File: config.mk
export PLATFORM = sky130hd
export DESIGN_NAME = porg_top
export DESIGN_NICKNAME = d
export VERILOG_FILES = /design/src/rtl/porg_pkg.sv /design/src/rtl/porg_stream_if.sv /design/src/rtl/porg_top.sv /design/src/rtl/porg_sync.sv /design/src/rtl/porg_fifo.sv
export VERILOG_INCLUDE_DIRS = /design/src /design/src/rtl
export SDC_FILE = /design/constraint.sdc
export NUM_CORES = 1
export LEC_CHECK = 0
export BUFFER_PORTS_ARGS = -buffer_cell sky130_fd_sc_hd__buf_2
export CORE_MARGIN = 8
export CORE_UTILIZATION = 45
export CTS_BUF_LIST = sky130_fd_sc_hd__clkbuf_2
export DETAILED_ROUTE_END_ITERATION = 8
export GPL_ROUTABILITY_DRIVEN = 0
export PLACE_DENSITY = 0.65
export SLEW_MARGIN = 20
export SYNTH_ARGS = -nofsm -noshare
export SYNTH_HDL_FRONTEND = slang
export SYNTH_SLANG_ARGS = --single-unit
File: constraint.sdc
create_clock -name sys_clk -period 3.41 [get_ports sys_clk]
set_input_delay 0.1705 -clock sys_clk [delete_from_list [all_inputs] [get_ports sys_clk]]
set_output_delay 0.1705 -clock sys_clk [all_outputs]
set_load 0.02 [all_outputs]
File: src/rtl/porg_cfg.svh
// Constants for the output register and gearbox path
`ifndef PORG_CFG_SVH
`define PORG_CFG_SVH

`define PORG_DATA_W      1
`define PORG_FIFO_DEPTH  16
`define PORG_SYNC_STAGES 2
`define PORG_PAD_RST     1'h0
`define PORG_DATA_RST    1'h0
`define PORG_PHASE_RST   1'h0
`define PORG_SLOT_RST    2'h0

`endif

File: src/rtl/porg_pkg.sv
// Types shared by the output register and gearbox path
package porg_pkg;

  // Requested output mode
  typedef enum logic [1:0] {
    PORG_MODE_SDR  = 2'b00,
    PORG_MODE_DDR  = 2'b01,
    PORG_MODE_GEAR = 2'b10
  } porg_mode_e;

  // Which edge of the die the cell sits on
  typedef enum logic [1:0] {
    PORG_EDGE_SIDE   = 2'b00,
    PORG_EDGE_TOP    = 2'b01,
    PORG_EDGE_BOTTOM = 2'b10
  } porg_edge_e;

  // Gearbox slot, as {edge_phase_clk1, edge_phase_clk0} in gray order
  typedef enum logic [1:0] {
    PORG_SLOT_APOS = 2'b00,
    PORG_SLOT_ANEG = 2'b01,
    PORG_SLOT_BPOS = 2'b11,
    PORG_SLOT_BNEG = 2'b10
  } porg_slot_e;

endpackage : porg_pkg

File: src/rtl/porg_stream_if.sv
// Valid/ready stream carrier between the block's own modules
interface porg_stream_if #(
  parameter int W = 4
);
  logic         valid;
  logic         ready;
  logic [W-1:0] data;

  modport producer (output valid, output data, input ready);
  modport consumer (input valid, input data, output ready);
endinterface : porg_stream_if

File: src/rtl/porg_top.sv
// Output register path of an I/O cell: SDR, DDR and 4:1 gearbox
// Functional notes
// - SDR sends slot A positive data through one storage element to the pad.
// - SDR storage element is selectable as D flip-flop or transparent latch.
// - DDR captures positive and negative data into registers at capture.
// - DDR latches the negative registered value in the following cycle.
// - One mux on the capture clock alternates the two DDR paths.
// - Gearbox takes four streams: A and B, positive and negative phase.
// - Gearbox registers all four inputs, then latches the two B values.
// - Gearbox serialises staged data through a mux steered by edge clocks.
// - Edge clocks carry gearbox data from system timing into edge slots.
// - Top-edge cells offer SDR and DDR but no x2 output gearing.
// - Bottom-edge cells offer SDR only, no DDR.
`include "porg_cfg.svh"

module porg_top #(
  parameter int                  W     = `PORG_DATA_W,
  parameter int                  DEPTH = `PORG_FIFO_DEPTH,
  parameter porg_pkg::porg_edge_e EDGE = porg_pkg::PORG_EDGE_SIDE
) (
  // Clock, reset, enable and static configuration
  input  wire logic                 sys_clk,
  input  wire logic                 nrst,
  input  wire logic                 ce,
  input  wire porg_pkg::porg_mode_e mode,
  input  wire logic                 sdrLatch,
  input  wire logic                 latchGate,
  // Edge-phase clocks from the strobe write control; sampled, never used as clocks
  input  wire logic                 edge_phase_clk0,
  input  wire logic                 edge_phase_clk1,
  // Core stream: one word carries all four lanes
  input  wire logic                 inValid,
  output logic                      inReady,
  input  wire logic [W-1:0]         pos_phase_data_a,
  input  wire logic [W-1:0]         neg_phase_data_a,
  input  wire logic [W-1:0]         pos_phase_data_b,
  input  wire logic [W-1:0]         neg_phase_data_b,
  // Pad data and status
  output logic      [W-1:0]         padOut,
  output logic                      ddrHighPhase,
  output porg_pkg::porg_mode_e      modeEff,
  output logic                      underrun
);

  localparam int FW = 4 * W;

  // Refuse parameters the logic cannot serve, before any cycle runs
  if (W < 1) begin : g_bad_width
    $error("porg_top: W must be at least 1");
  end
  if (DEPTH < 2 || (DEPTH & (DEPTH - 1)) != 0) begin : g_bad_depth
    $error("porg_top: DEPTH must be a power of two, at least 2");
  end
  if (EDGE != porg_pkg::PORG_EDGE_SIDE && EDGE != porg_pkg::PORG_EDGE_TOP &&
      EDGE != porg_pkg::PORG_EDGE_BOTTOM) begin : g_bad_edge
    $error("porg_top: EDGE names no die edge");
  end

  // Edge restrictions fold the requested mode onto what the cell offers
  // Code 11 is unassigned and runs as single rate rather than freezing the pad
  function automatic porg_pkg::porg_mode_e fold_mode(input porg_pkg::porg_mode_e req);
    porg_pkg::porg_mode_e m;
    m = req;
    if (EDGE == porg_pkg::PORG_EDGE_BOTTOM) begin
      m = porg_pkg::PORG_MODE_SDR;
    end else if (EDGE == porg_pkg::PORG_EDGE_TOP && req == porg_pkg::PORG_MODE_GEAR) begin
      m = porg_pkg::PORG_MODE_DDR;
    end else if (req != porg_pkg::PORG_MODE_DDR && req != porg_pkg::PORG_MODE_GEAR) begin
      m = porg_pkg::PORG_MODE_SDR;
    end
    return m;
  endfunction : fold_mode

  porg_stream_if #(.W(FW)) inS ();
  porg_stream_if #(.W(FW)) outS ();

  porg_pkg::porg_mode_e effMode;
  logic [1:0]           selS;
  logic [W-1:0]         hPosA;
  logic [W-1:0]         hNegA;
  logic [W-1:0]         hPosB;
  logic [W-1:0]         hNegB;
  logic                 take;
  logic                 wrap;
  logic                 enterANeg;

  // Datapath state
  logic         phase_r;
  logic         phase_nxt;

  // DDR capture pair and the held negative value
  logic [W-1:0] capPos_r;
  logic [W-1:0] capPos_nxt;
  logic [W-1:0] capNeg_r;
  logic [W-1:0] capNeg_nxt;
  logic [W-1:0] negLatch_r;
  logic [W-1:0] negLatch_nxt;

  // Gearbox staging word and the two B latches
  logic [W-1:0] stPosA_r;
  logic [W-1:0] stPosA_nxt;
  logic [W-1:0] stNegA_r;
  logic [W-1:0] stNegA_nxt;
  logic [W-1:0] stPosB_r;
  logic [W-1:0] stPosB_nxt;
  logic [W-1:0] stNegB_r;
  logic [W-1:0] stNegB_nxt;
  logic [W-1:0] latPosB_r;
  logic [W-1:0] latPosB_nxt;
  logic [W-1:0] latNegB_r;
  logic [W-1:0] latNegB_nxt;

  // Delayed slot, pad register and underrun pulse
  logic [1:0]   selD_r;
  logic [1:0]   selD_nxt;
  logic [W-1:0] pad_r;
  logic [W-1:0] pad_nxt;
  logic         under_r;
  logic         under_nxt;

  // Requested mode folded once, shared by every process below
  assign effMode = fold_mode(mode);

  // Input words enter the FIFO; its ready pushes back on the core
  assign inS.valid = inValid;
  assign inS.data  = {pos_phase_data_a, neg_phase_data_a, pos_phase_data_b, neg_phase_data_b};
  assign inReady   = inS.ready;

  porg_fifo #(
    .W     (FW),
    .DEPTH (DEPTH)
  ) u_fifo (
    .sys_clk (sys_clk),
    .nrst    (nrst),
    .ce      (ce),
    .wr      (inS.consumer),
    .rd      (outS.producer)
  );

  // Edge-phase clocks arrive from outside this domain
  // Sampled as levels, so each slot must last at least one system cycle;
  // a faster walk would skip slots, the price of keeping one clock here
  porg_sync #(
    .W (2)
  ) u_edge_sync (
    .sys_clk (sys_clk),
    .nrst    (nrst),
    .ce      (ce),
    .din     ({edge_phase_clk1, edge_phase_clk0}),
    .dout    (selS)
  );

  // Head word split back into its four lanes
  assign {hPosA, hNegA, hPosB, hNegB} = outS.data;

  // Slot sequence events seen through the synchronised edge clocks
  // Both compare the synchroniser with its delayed copy, so each fires once per entry
  assign wrap      = (selS == porg_pkg::PORG_SLOT_APOS) && (selD_r == porg_pkg::PORG_SLOT_BNEG);
  assign enterANeg = (selS == porg_pkg::PORG_SLOT_ANEG) && (selD_r == porg_pkg::PORG_SLOT_APOS);

  // Demand on the FIFO head depends on mode; a stalled demand fills the FIFO
  // Double rate takes a word only in the low phase, the gearbox only at the wrap
  always_comb begin
    case (effMode)
      porg_pkg::PORG_MODE_SDR:  outS.ready = sdrLatch ? latchGate : 1'b1;
      porg_pkg::PORG_MODE_DDR:  outS.ready = !phase_r;
      porg_pkg::PORG_MODE_GEAR: outS.ready = wrap;
      default:                  outS.ready = 1'b0;
    endcase
  end

  // A word leaves the FIFO only on an enabled edge
  assign take = ce && outS.valid && outS.ready;

  // Single rate: one word per enabled cycle, or only while the latch gate is open.
  // Double rate: capture in the low phase, show positive then negative data, so
  // each word takes two cycles; an empty FIFO at capture pulses underrun instead.
  // Gearbox: the word is staged when the synchronised slot wraps back to slot A positive,
  // and the B values move to latches on entry to slot A negative, so a later
  // staging cannot overwrite them before they reach the pad.
  // The pad mux follows the delayed slot, one cycle behind the synchroniser.
  // Next-state logic for all three modes
  always_comb begin
    phase_nxt    = phase_r;
    capPos_nxt   = capPos_r;
    capNeg_nxt   = capNeg_r;
    negLatch_nxt = negLatch_r;
    stPosA_nxt   = stPosA_r;
    stNegA_nxt   = stNegA_r;
    stPosB_nxt   = stPosB_r;
    stNegB_nxt   = stNegB_r;
    latPosB_nxt  = latPosB_r;
    latNegB_nxt  = latNegB_r;
    selD_nxt     = selD_r;
    pad_nxt      = pad_r;
    under_nxt    = under_r; // Frozen with all other state while ce is low
    if (ce) begin
      under_nxt = 1'b0;
      selD_nxt = selS;
      case (effMode)
        porg_pkg::PORG_MODE_SDR: begin
          // Flop mode loads every word; latch mode follows only while gate is open
          if (take) begin
            pad_nxt = hPosA;
          end
          phase_nxt = 1'b0;
        end
        porg_pkg::PORG_MODE_DDR: begin
          if (!phase_r) begin
            // Low phase: show the held negative value, capture the next pair
            pad_nxt = negLatch_r;
            if (take) begin
              capPos_nxt = hPosA;
              capNeg_nxt = hNegA;
              phase_nxt  = 1'b1;
            end else begin
              under_nxt = 1'b1;
            end
          end else begin
            // High phase: show positive data, latch negative so capture cannot disturb it
            pad_nxt      = capPos_r;
            negLatch_nxt = capNeg_r;
            phase_nxt    = 1'b0;
          end
        end
        porg_pkg::PORG_MODE_GEAR: begin
          phase_nxt = 1'b0;
          // Stage the whole word at the wrap so all four values belong together
          if (wrap) begin
            if (take) begin
              stPosA_nxt = hPosA;
              stNegA_nxt = hNegA;
              stPosB_nxt = hPosB;
              stNegB_nxt = hNegB;
            end else begin
              under_nxt = 1'b1; // Empty FIFO repeats the staged word
            end
          end
          // B values leave the staging word once slot A negative is under way
          if (enterANeg) begin
            latPosB_nxt = stPosB_r;
            latNegB_nxt = stNegB_r;
          end
          // Mux follows the delayed slot so staging is always settled first
          case (selD_r)
            porg_pkg::PORG_SLOT_APOS: pad_nxt = stPosA_r;
            porg_pkg::PORG_SLOT_ANEG: pad_nxt = stNegA_r;
            porg_pkg::PORG_SLOT_BPOS: pad_nxt = latPosB_r;
            porg_pkg::PORG_SLOT_BNEG: pad_nxt = latNegB_r;
            default:                  pad_nxt = pad_r;
          endcase
        end
        default: begin
          pad_nxt = pad_r;
        end
      endcase
    end
  end

  // Register stage only
  // Reset values come from the configuration header, except underrun which resets to 0; FIFO words are not reset
  always_ff @(posedge sys_clk or negedge nrst) begin
    if (!nrst) begin
      phase_r    <= `PORG_PHASE_RST;
      capPos_r   <= {W{`PORG_DATA_RST}};
      capNeg_r   <= {W{`PORG_DATA_RST}};
      negLatch_r <= {W{`PORG_DATA_RST}};
      stPosA_r   <= {W{`PORG_DATA_RST}};
      stNegA_r   <= {W{`PORG_DATA_RST}};
      stPosB_r   <= {W{`PORG_DATA_RST}};
      stNegB_r   <= {W{`PORG_DATA_RST}};
      latPosB_r  <= {W{`PORG_DATA_RST}};
      latNegB_r  <= {W{`PORG_DATA_RST}};
      selD_r     <= `PORG_SLOT_RST;
      pad_r      <= {W{`PORG_PAD_RST}};
      under_r    <= 1'b0;
    end else begin
      phase_r    <= phase_nxt;
      capPos_r   <= capPos_nxt;
      capNeg_r   <= capNeg_nxt;
      negLatch_r <= negLatch_nxt;
      stPosA_r   <= stPosA_nxt;
      stNegA_r   <= stNegA_nxt;
      stPosB_r   <= stPosB_nxt;
      stNegB_r   <= stNegB_nxt;
      latPosB_r  <= latPosB_nxt;
      latNegB_r  <= latNegB_nxt;
      selD_r     <= selD_nxt;
      pad_r      <= pad_nxt;
      under_r    <= under_nxt;
    end
  end

  // Outputs; high phase flag means positive DDR data is shown next
  // Mode fold is combinational, so a mode change acts at the next edge
  assign padOut       = pad_r;
  assign ddrHighPhase = phase_r;
  assign modeEff      = effMode;
  assign underrun     = under_r;

endmodule : porg_top

File: src/rtl/porg_sync.sv
// Two-flop level synchroniser for inputs from outside the clock domain
`include "porg_cfg.svh"

module porg_sync #(
  parameter int W = 1
) (
  input  wire logic         sys_clk,
  input  wire logic         nrst,
  input  wire logic         ce,
  input  wire logic [W-1:0] din,
  output logic      [W-1:0] dout
);

  logic [W-1:0] meta_r;
  logic [W-1:0] meta_nxt;
  logic [W-1:0] sync_r;
  logic [W-1:0] sync_nxt;

  // First stage feeds only the second stage
  always_comb begin
    meta_nxt = ce ? din : meta_r;
    sync_nxt = ce ? meta_r : sync_r;
  end

  always_ff @(posedge sys_clk or negedge nrst) begin
    if (!nrst) begin
      meta_r <= '0;
      sync_r <= '0;
    end else begin
      meta_r <= meta_nxt;
      sync_r <= sync_nxt;
    end
  end

  assign dout = sync_r;

endmodule : porg_sync

File: src/rtl/porg_fifo.sv
// Stream FIFO with memory and registered head word
`include "porg_cfg.svh"

module porg_fifo #(
  parameter int W     = 4,
  parameter int DEPTH = `PORG_FIFO_DEPTH
) (
  input  wire logic       sys_clk,
  input  wire logic       nrst,
  input  wire logic       ce,
  porg_stream_if.consumer wr,
  porg_stream_if.producer rd
);

  localparam int AW = $clog2(DEPTH);

  // Elaboration check: pointers wrap freely only for a power-of-two depth
  if (W < 1 || DEPTH < 2 || (DEPTH & (DEPTH - 1)) != 0) begin : g_bad_params
    $error("porg_fifo: W must be positive and DEPTH a power of two, at least 2");
  end

  logic [W-1:0]  mem [DEPTH];
  logic [AW-1:0] wrPtr_r;
  logic [AW-1:0] wrPtr_nxt;
  logic [AW-1:0] rdPtr_r;
  logic [AW-1:0] rdPtr_nxt;
  logic [AW:0]   count_r;
  logic [AW:0]   count_nxt;
  logic [W-1:0]  head_r;
  logic [W-1:0]  head_nxt;
  logic          headValid_r;
  logic          headValid_nxt;
  logic          push;
  logic          fetch;

  // Full is honest: memory ready drops once every entry holds a word
  assign wr.ready = (count_r != DEPTH[AW:0]);
  assign rd.valid = headValid_r;
  assign rd.data  = head_r;
  assign push     = ce && wr.valid && wr.ready;
  assign fetch    = ce && (count_r != '0) && (!headValid_r || rd.ready);

  // Pointer, count and head register updates
  always_comb begin
    wrPtr_nxt     = push ? wrPtr_r + AW'(1) : wrPtr_r;
    rdPtr_nxt     = fetch ? rdPtr_r + AW'(1) : rdPtr_r;
    count_nxt     = count_r + {{AW{1'b0}}, push} - {{AW{1'b0}}, fetch};
    head_nxt      = fetch ? mem[rdPtr_r] : head_r;
    headValid_nxt = headValid_r;
    if (fetch) begin
      headValid_nxt = 1'b1;
    end else if (ce && rd.ready) begin
      headValid_nxt = 1'b0;
    end
  end

  always_ff @(posedge sys_clk or negedge nrst) begin
    if (!nrst) begin
      wrPtr_r     <= '0;
      rdPtr_r     <= '0;
      count_r     <= '0;
      head_r      <= '0;
      headValid_r <= 1'b0;
    end else begin
      wrPtr_r     <= wrPtr_nxt;
      rdPtr_r     <= rdPtr_nxt;
      count_r     <= count_nxt;
      head_r      <= head_nxt;
      headValid_r <= headValid_nxt;
    end
  end

  // Storage array has no reset, so it maps onto plain RAM
  always_ff @(posedge sys_clk) begin
    if (push) begin
      mem[wrPtr_r] <= wr.data;
    end
  end

endmodule : porg_fifo

Yosys cells after proc, flatten, opt, wreduce, memory -nomap -nowiden
Memories as Yosys holds them, arrays and structs flattened. A register that Yosys moved wholly into a read port is not among the register bits.
Cells that the tools add are included.
{"block": "totals", "n_memories": 1, "out_inout_bits": 6, "inputBits": 14, "register_bits": 32, "ramBits": 64}
{"block": "classes", "n_bitwise": 1, "reduce_logical": 28, "add_sub_neg": 4, "n_mux": 18, "eq_ne": 10}
{"memory": "u_fifo.mem", "depth": 16, "width": 4, "read_ports": 1, "rd_clocked_by_memory_dff": 1, "write_ports": 1, "line_no": "porg_fifo.sv:22", "source": "logic [W-1:0] mem [DEPTH];"}
{"cell": "$mux 1", "n": 12}
{"cell": "$logic_and 1x1->1", "n": 10}
{"cell": "$reduce_and 3->1", "n": 3}
{"cell": "$add 4x1->4 const B", "n": 2}
{"cell": "$reduce_and 4->1", "n": 2}
{"cell": "$eq 2x1->1 const B", "n": 3}
{"cell": "$eq 2x2->1 const B", "n": 3}
{"cell": "$logic_not 2->1", "n": 3}
{"cell": "$pmux 1 s3", "n": 2}
{"cell": "$add 5x1->5", "n": 1}
{"cell": "$ne 5x5->1 const B", "n": 1}
{"cell": "$reduce_bool 5->1", "n": 1}
{"cell": "$sub 5x1->5", "n": 1}
{"cell": "$ne 2x2->1 const B", "n": 2}
{"cell": "$pmux 1 s2", "n": 2}
{"cell": "$pmux 1 s4", "n": 1}
{"cell": "$reduce_bool 2->1", "n": 2}
{"cell": "$logic_not 1->1", "n": 3}
{"cell": "$reduce_bool 3->1", "n": 1}
{"cell": "$mux 2", "n": 1}
{"cell": "$ne 2x1->1 const B", "n": 1}
{"cell": "$reduce_and 2->1", "n": 1}
{"cell": "$reduce_or 2->1", "n": 1}
{"cell": "$logic_or 1x1->1", "n": 1}
{"cell": "$not 1->1", "n": 1}

Longest topological paths before layout
Gate-level depths: netlist (run 1).
{"block": "depth", "word_depth": 9, "ltp_mapped": 15, "mapped_depth_nobuf": 15}

Hierarchy
Synthesis (run 1) repeated with hierarchy kept, for this count alone.
{"block": "hier_totals", "hier_cells": 280, "hier_area_um2": 4419.2}
{"module": "porg_fifo", "seq_area_each_um2": 2372.3, "instances": 1, "area_per_inst_um2": 3468.3, "cells_each": 202}
{"module": "porg_top", "seq_area_each_um2": 350.3, "instances": 1, "area_per_inst_um2": 805.8, "cells_each": 70}
{"module": "porg_sync", "seq_area_each_um2": 100.1, "instances": 1, "area_per_inst_um2": 145.1, "cells_each": 8}

Worst setup path after synthesis (run 1)
OpenSTA, ideal clock, no wires.
{"block": "synth_path", "path_kind": "register to register", "from": "reg phase_r, in the netlist ddrHighPhase", "to": "reg u_fifo.count_r[4]", "setup_ps": 125, "required_time_ps": 3285, "stages_incl_launch_ff": 14, "period_less_slack_ps": 2661, "arrival_time_ps": 2536, "path_slack_ps": 749, "cell_sequence": "dfrtp_1 -> nor2b_1 -> a41oi_2 -> a311oi_4 -> ha_1 -> inv_1 -> ha_1 -> inv_1 -> fa_1 -> inv_1 -> a21oi_1 -> nor2_1 -> nor2_1 -> xnor2_1"}
{"block": "synth_via", "elab_chain_cells": 5}
{"element": "start, declared", "line_no": "porg_top.sv:88", "source": "logic phase_r;"}
{"element": "start signal, assigned", "line_no": "porg_top.sv:264", "source": "phase_r <= `PORG_PHASE_RST;"}
{"element": "start signal, assigned", "line_no": "porg_top.sv:278", "source": "phase_r <= phase_nxt;"}
{"element": "$logic_not 1->1"}
{"element": "$pmux 1 s3", "line_no": "porg_top.sv:164", "source": "case (effMode)"}
{"element": "$logic_or 1x1->1", "line_no": "porg_fifo.sv:41", "source": "assign fetch = ce && (count_r != '0) && (!headValid_r || rd.ready);"}
{"element": "$logic_and 1x1->1", "line_no": "porg_fifo.sv:41"}
{"element": "net u_fifo.fetch", "line_no": "porg_fifo.sv:34", "source": "logic fetch;"}
{"element": "$sub 5x1->5", "line_no": "porg_fifo.sv:47", "source": "count_nxt = count_r + {{AW{1'b0}}, push} - {{AW{1'b0}}, fetch};"}
{"element": "net u_fifo.count_nxt[4]", "line_no": "porg_fifo.sv:28", "source": "logic [AW:0] count_nxt;"}
{"element": "end signal, assigned", "line_no": "porg_fifo.sv:67", "source": "count_r <= count_nxt;"}
{"element": "end, declared", "line_no": "porg_fifo.sv:27", "source": "logic [AW:0] count_r;"}
The timed path passes the listed nets, and every way through them passes these cells.
A chain may end at the register's enable or synchronous reset.

Worst setup path in the final report (run 1)
{"block": "layout_path", "from": "reg u_fifo.count_r[2]", "to": "reg u_fifo.count_r[4]"}
{"block": "layout_via", "elab_chain_cells": 4, "elab_cells_between_ends": 7, "classes_between": "2 x add/sub; 1 x eq/ne; 4 x reduce/logical"}
{"element": "$reduce_bool 5->1", "line_no": "porg_fifo.sv:41"}
{"element": "$logic_and 1x1->1 (2 in a row)", "line_no": "porg_fifo.sv:41"}
{"element": "net u_fifo.fetch", "line_no": "porg_fifo.sv:34"}
{"element": "$sub 5x1->5", "line_no": "porg_fifo.sv:47"}
{"element": "net u_fifo.count_nxt[4]", "line_no": "porg_fifo.sv:28"}
The timed path passes the listed nets, and every way through them passes these cells.

==> results of run 1 <==
[cells by family (layout without fill, tap and decap cells)]
family,count (synthesis),in the layout,synth area share (%)
AO/OA/AOI/OAI,25,25,4.31
buffers and inverters,29,63,3.42
flip-flops,100,100,64.4
XOR/XNOR,10,10,2.00
AND/OR/NAND/NOR,49,49,5.25
adder cells (fa/ha/maj),16,16,4.74
multiplexers,43,43,15.9
[worst max-delay path, cell delays in order, from the launching register on]
cell	delay [ps]
sky130_fd_sc_hd__dfrtp_1	450
sky130_fd_sc_hd__inv_1	90
sky130_fd_sc_hd__ha_1	180
sky130_fd_sc_hd__inv_1	40
sky130_fd_sc_hd__o41ai_1	580
sky130_fd_sc_hd__a311oi_4	70
sky130_fd_sc_hd__ha_1	310
sky130_fd_sc_hd__inv_1	60
sky130_fd_sc_hd__ha_1	170
sky130_fd_sc_hd__inv_1	60
sky130_fd_sc_hd__fa_1	390
sky130_fd_sc_hd__inv_1	70
sky130_fd_sc_hd__a21oi_1	60
sky130_fd_sc_hd__nor2_1	80
sky130_fd_sc_hd__nor2_1	60
sky130_fd_sc_hd__xnor2_1	110
[placed cells by master, fill, tap and decap left out, drive strengths merged, types with 2 or more instances in the layout]
cell / netlist / routed
a21oi: 7 / 7
nand4: 3 / 3
a21boi: 3 / 3
clkbuf: 2 / 9
xor2: 2 / 2
ha: 15 / 15
mux4: 17 / 17
nor2b: 5 / 5
nand2: 13 / 13
dlygate4sd3: 0 / 9
edfxtp: 64 / 64
dfrtp: 36 / 36
nand2b: 2 / 2
inv: 18 / 23
nor3: 6 / 6
clkinv: 0 / 2
buf: 9 / 20
o21ai: 6 / 6
and3: 2 / 2
xnor2: 8 / 8
a211oi: 4 / 4
nor2: 15 / 15
mux2i: 6 / 6
mux2: 20 / 20
[final cells by class]
class / count / area (um^2)
Sequential cell: 100 / 2820
Inverter: 18 / 67.6
Fill cell: 849 / 4880
Timing Repair Buffer: 29 / 193
Clock inverter: 7 / 55.1
Clock buffer: 9 / 45.0
Multi-Input combinational cell: 143 / 1410
Tap cell: 133 / 166
[power groups by stage]
stage	logic (mW)	registers (mW)	clock network, mW
floorplan	0.908	1.62	0
global route	1.01	1.83	0.590
global placement	0.869	1.81	0
CTS	0.912	1.79	0.538
detailed placement	0.897	1.82	0
finish	0.898	1.79	0.524
[registers in the layout (all words and copies together) (netlist names), 2 cells and up]
name,count
selD_r,2
u_edge_sync.dout,2
u_edge_sync.meta_r,2
u_fifo.count_r,5
u_fifo.mem,64
u_fifo.rd.data,4
u_fifo.rdPtr_r,4
u_fifo.wrPtr_r,4
[cell usage after synthesis (7+ instances only)]
cell / n
sky130_fd_sc_hd__ha_1: 15
sky130_fd_sc_hd__nor2_1: 15
sky130_fd_sc_hd__edfxtp_1: 64
sky130_fd_sc_hd__xnor2_1: 8
sky130_fd_sc_hd__dfrtp_1: 36
sky130_fd_sc_hd__inv_1: 18
sky130_fd_sc_hd__mux2_2: 20
sky130_fd_sc_hd__a21oi_1: 7
sky130_fd_sc_hd__nand2_1: 13
sky130_fd_sc_hd__mux4_1: 8
sky130_fd_sc_hd__mux4_2: 9
[per-stage QoR]
| step | hold slack [ps] | instance area [um^2] |
|---|---|---|
| finish | 56.4 | 4760 |
| global route | 30.5 | 4760 |
| CTS | 21.5 | 4760 |
| detailed placement | 309 | 4570 |
| global placement | 302 | 4570 |
| floorplan | -125 | 4390 |
[layer usage]
metal / vias up / routed length, um / part of all wire (%) / track usage (%)
li1: 1071 / - / - / -
met1: 1153 / 3260 / 43 / 14.9
met2: 42 / 3710 / 49 / 20.6
met3: 14 / 360 / 4.8 / 3.85
met4: 0 / 167 / 2.2 / 5.43
met5: - / 0 / 0 / 0
[final timing paths]
path / slack, ps / endpoint / depth (start not counted) / start
min reg2reg: 540 / latNegB_r / 1 / stNegB_r
max: 560 / u_fifo.count_r[4] / 15 / u_fifo.count_r[2]
min: 60 / padOut / 4 / mode[0]
max reg2reg: 560 / u_fifo.count_r[4] / 15 / u_fifo.count_r[2]
max in group asynchronous: 2740 / u_fifo.rdPtr_r[1] / 2 / nrst
min in group asynchronous: 170 / u_fifo.count_r[1] / 2 / nrst
[timing repair]
item	in CTS	in global routing
gates resized for setup	0	0
hold buffers	9	0
hold endpoints to repair	105	0
setup endpoints to repair	0	0
==> qor.json, run 1 <==
{
  "outcome": {
    "result_of_the_run": "completed"
  },
  "worst_setup_path": {
    "path_max_fanout": 2,
    "required_time_worst_endpoint_ps": 3910,
    "timing_worst_setup_path_type": "flip-flop to flip-flop",
    "cp-start-kind": "flip-flop",
    "arrival_ps": 3350,
    "timing.critical_path.to_type": "flip-flop"
  },
  "synth": {
    "synth.largest_area_cell": "sky130_fd_sc_hd__edfxtp_1",
    "synth_enable_flop_cells": 64,
    "post_synth_design_cell_area_mm2": 0.00439,
    "ys_seq_area_share_pct": 64.4,
    "synth_top_cells_by_area": "sky130_fd_sc_hd__edfxtp_1 (44%), sky130_fd_sc_hd__dfrtp_1 (21%), sky130_fd_sc_hd__mux2_2 (5.1%)",
    "syn-instance-count": 272,
    "synthesis.area_per_instance_um2": 16.1,
    "synth_cell_types": 36,
    "synth.top_cell.area_share_pct": 43.8,
    "synthFlopType": "sky130_fd_sc_hd__edfxtp_1",
    "synth.net_count": 302,
    "synth_seq_cells": 100,
    "yosysWarningCount": 0,
    "postSynth.asyncResetShare_pct": 36.0
  },
  "sta": {
    "worst-slew-pin-transition_ps": 824,
    "max_freq_mhz": 351,
    "grt_setup_unrepaired": "false",
    "fin_ws_ps": 559,
    "max-slew-margin-rel_pct": 45.1,
    "timing.final.hold_violations": 0,
    "setup_viol": 0,
    "number_of_slew_limit_violations_in_the_final_report": 0,
    "setup-tns-final_ps": 0,
    "clock_skew_ps": 36.6,
    "min_period_over_period_pct": 83.6,
    "final_period_minus_worst_setup_slack_ps": 2850
  },
  "power_and_ir_drop": {
    "vdd.ir_drop.worst_mv": 0.317,
    "switchingPower_mw": 1.09,
    "powerDensity_mw_per_mm2": 674,
    "total_power_mw": 3.21,
    "power_share_of_the_clock_group_pct": 16.3,
    "seq_power_share_pct": 55.7,
    "comb_power_share_pct": 28.0,
    "sw_frac_of_total_pct": 34.0,
    "internal_power_mw": 2.12,
    "cellLeakagePower_nw": 1.81
  },
  "global_routing": {
    "global_route_wire_length_before_repair_mm": 12.3,
    "grt_antenna_before_repair": 0,
    "grt_pass1_vias": 2353,
    "global_route.overflow_total": 0,
    "grt_start_max_net_pins": 37,
    "grtUsageTotal_pct": 12.5
  },
  "cts": {
    "h-tree-depth": 3,
    "total_cts_buffers": 9,
    "tritoncts": "built",
    "num_clock_sinks": 100,
    "clk_transition_reported_paths_ps": 270,
    "buffer_count_from_post_cts_setup_fixing": 0,
    "clock_tree.root_cell": "sky130_fd_sc_hd__clkbuf_2",
    "worstSkewPairLatency_ps": 580,
    "max-clock-path-buffers": 2
  },
  "route": {
    "routed_wire_length_per_instance_um": 17.1,
    "ant_nets": 0,
    "first_iter_violations": 139,
    "drt_pre_antenna_iters": 4,
    "viasPerCell": 5.19,
    "drcViolationCount": 0,
    "wirelength_mm": 7.50,
    "route.vias.total": 2280
  },
  "die": {
    "initial_utilization_pct": 45.5,
    "die_h_um": 115,
    "io-pin-count": 20,
    "row_count": 36,
    "area_of_the_die_mm2": 0.0132,
    "floorplan.die.width_um": 115,
    "core_region_area_mm2": 0.00964
  },
  "final_layout": {
    "area.growth.synth_to_final_pct": 8.59,
    "drive_gt1_share_pct": 21.9,
    "layoutNonFillerInstCount": 439,
    "diodes": 0,
    "post_layout_nets": 331,
    "fin_util_pct": 49.4
  },
  "run": {
    "max_cap_violations": 0
  },
  "placed_design": {
    "post-place-cells": 414,
    "dpl.hpwl_mm": 5.14,
    "io_buffers": 19,
    "preCtsSetupSlack_ps": 626
  },
  "worst_hold_path": {
    "holdCritPathClass": "input pin to flip-flop"
  }
}
No activity file was read; power rests on OpenSTA's default activity.
==> inputs of run 2 (changes only) <==
==> constraint.sdc (replaced) <==
create_clock -name sys_clk -period 2.9 [get_ports sys_clk]
set_input_delay 0.145 -clock sys_clk [delete_from_list [all_inputs] [get_ports sys_clk]]
set_output_delay 0.145 -clock sys_clk [all_outputs]
set_load 0.02 [all_outputs]
==> qor.json, run 2 (same netlist as run 1, synthesis figures left out) <==
{
  "cts": {
    "worstSkewPairLatency_ps": 580,
    "post_cts_resize_count": 0,
    "num_clock_sinks": 100,
    "tritoncts": "built",
    "total_cts_buffers": 9,
    "max-clock-path-buffers": 2,
    "clk_transition_reported_paths_ps": 300,
    "clock_tree.root_cell": "sky130_fd_sc_hd__clkbuf_2",
    "h-tree-depth": 3
  },
  "global_routing": {
    "grtUsageTotal_pct": 12.8,
    "grt_start_max_net_pins": 37,
    "grt_pass1_vias": 2490,
    "global_route_wire_length_before_repair_mm": 12.8,
    "global_route.overflow_total": 0,
    "grt_antenna_before_repair": 0
  },
  "worst_setup_path": {
    "cp-start-kind": "flip-flop",
    "arrival_ps": 3120,
    "timing_worst_setup_path_type": "flip-flop to flip-flop",
    "rr_worst_depth": 13,
    "path_max_fanout": 4,
    "timing.critical_path.to_type": "flip-flop",
    "required_time_worst_endpoint_ps": 3380
  },
  "final_layout": {
    "drive_gt1_share_pct": 22.7,
    "seqCellArea_mm2": 0.00282,
    "diodes": 0,
    "largest_register_ffs": 64,
    "mostFrequentLayoutCells": "sky130_fd_sc_hd__edfxtp_1 (64), sky130_fd_sc_hd__dfrtp_1 (36), sky130_fd_sc_hd__mux2_2 (20)",
    "nFillCells": 847,
    "post_layout_nets": 338,
    "largest_registers": "u_fifo.mem: 64 flops, u_fifo.count_r: 5 flops",
    "area.growth.synth_to_final_pct": 10.3,
    "top_register": "u_fifo.mem",
    "stdcell_area_mm2": 0.00484,
    "layout.cells.most_common": "sky130_fd_sc_hd__edfxtp_1",
    "multi_input_area_mm2": 0.00141
  },
  "sta": {
    "clock_skew_ps": 42.2,
    "grt_setup_unrepaired": "false",
    "min_period_over_period_pct": 91.1,
    "timing.hold.ws_ps": 94.8,
    "setup_viol": 0,
    "max-slew-margin-rel_pct": 47.3,
    "timing.final.hold_violations": 0,
    "final_period_minus_worst_setup_slack_ps": 2640,
    "number_of_slew_limit_violations_in_the_final_report": 0,
    "setup-tns-final_ps": 0,
    "max_freq_mhz": 379,
    "worst-slew-pin-transition_ps": 790
  },
  "route": {
    "ant_nets": 0,
    "routed_wire_length_per_instance_um": 17.3,
    "viasPerCell": 5.16,
    "first_iter_violations": 135,
    "drcViolationCount": 0,
    "route.vias.total": 2301,
    "wirelength_mm": 7.73,
    "drt_pre_antenna_iters": 4
  },
  "die": {
    "area_of_the_die_mm2": 0.0132,
    "core_region_area_mm2": 0.00964,
    "die_h_um": 115,
    "initial_utilization_pct": 45.5,
    "io-pin-count": 20,
    "floorplan.die.width_um": 115,
    "row_count": 36
  },
  "run": {
    "max_cap_violations": 0
  },
  "worst_hold_path": {
    "holdCritPathClass": "input pin to flip-flop",
    "whs_path_depth": 3
  },
  "power_and_ir_drop": {
    "cellLeakagePower_nw": 1.85,
    "powerDensity_mw_per_mm2": 791,
    "vdd.ir_drop.worst_mv": 0.417
  },
  "outcome": {
    "result_of_the_run": "completed"
  },
  "placed_design": {
    "dpl.hpwl_mm": 5.35,
    "io_buffers": 19,
    "placement.cell_area_mm2": 0.00459
  }
}
[run 2: layer usage]
metal / part of all wire [%] / GRT usage (%) / up-vias
met3: 5.2 / 3.27 / 8
li1: - / - / 1084
met2: 50 / 21.7 / 44
met4: 1.3 / 4.73 / 0
met1: 44 / 15.6 / 1165
met5: 0 / 0 / -
[run 2: area by class of cell]
class / count / area share (%)
flip-flops and latches: 100 / 58.3
clock buffers: 9 / 0.931
clock inverters: 7 / 1.42
repair buffers: 36 / 5.28
multi-input cells: 143 / 29.2
well taps: 133 / 3.44
inverters: 18 / 1.40
[run 2: stage by stage]
stage | setup WS, ps | instances | utilization [%] | power [mW]
finish | 258 | 446 | 50.2 | 3.83
global route | 70.7 | 446 | 50.2 | 4.09
CTS | 228 | 446 | 50.2 | 3.88
detailed placement | 255 | 417 | 47.7 | 3.22
global placement | 310 | 417 | 47.7 | 3.18
floorplan | 239 | 272 | - | 2.97
[run 2: what timing repair did]
item | CTS | global route
buffers inserted | 0 | 0
hold buffers | 13 | 0
hold endpoints to repair | 110 | 0
[run 2: worst max-delay path, cell delays in order, from the launching register on]
cell                       delay (ps)
sky130_fd_sc_hd__dfrtp_1          480
sky130_fd_sc_hd__nor2_1           180
sky130_fd_sc_hd__a41oi_2          220
sky130_fd_sc_hd__a311oi_4         350
sky130_fd_sc_hd__ha_1             270
sky130_fd_sc_hd__inv_1             50
sky130_fd_sc_hd__ha_1             150
sky130_fd_sc_hd__inv_1             60
sky130_fd_sc_hd__fa_1             400
sky130_fd_sc_hd__inv_1             70
sky130_fd_sc_hd__a21oi_1           60
sky130_fd_sc_hd__nor2_1            80
sky130_fd_sc_hd__nor2_1            50
sky130_fd_sc_hd__xnor2_1          110
[run 2: worst paths after layout]
path | from | endpoint | slack (ps)
max reg2reg | selD_r[0] | u_fifo.count_r[4] | 260
min | inValid | u_fifo.wrPtr_r[0] | 90
max | selD_r[0] | u_fifo.count_r[4] | 260
min reg2reg | u_edge_sync.meta_r[0] | u_edge_sync.dout[0] | 530
max in group asynchronous | nrst | u_fifo.rdPtr_r[1] | 2250
min in group asynchronous | nrst | u_fifo.rd.data[2] | 120
[run 2: power breakdown]
part	leakage (nW)	switching [mW]	total [mW]	internal, mW
Sequential	1.01	0.314	2.08	1.76
Clock	0.0691	0.510	0.647	0.137
Combinational	0.765	0.482	1.10	0.621
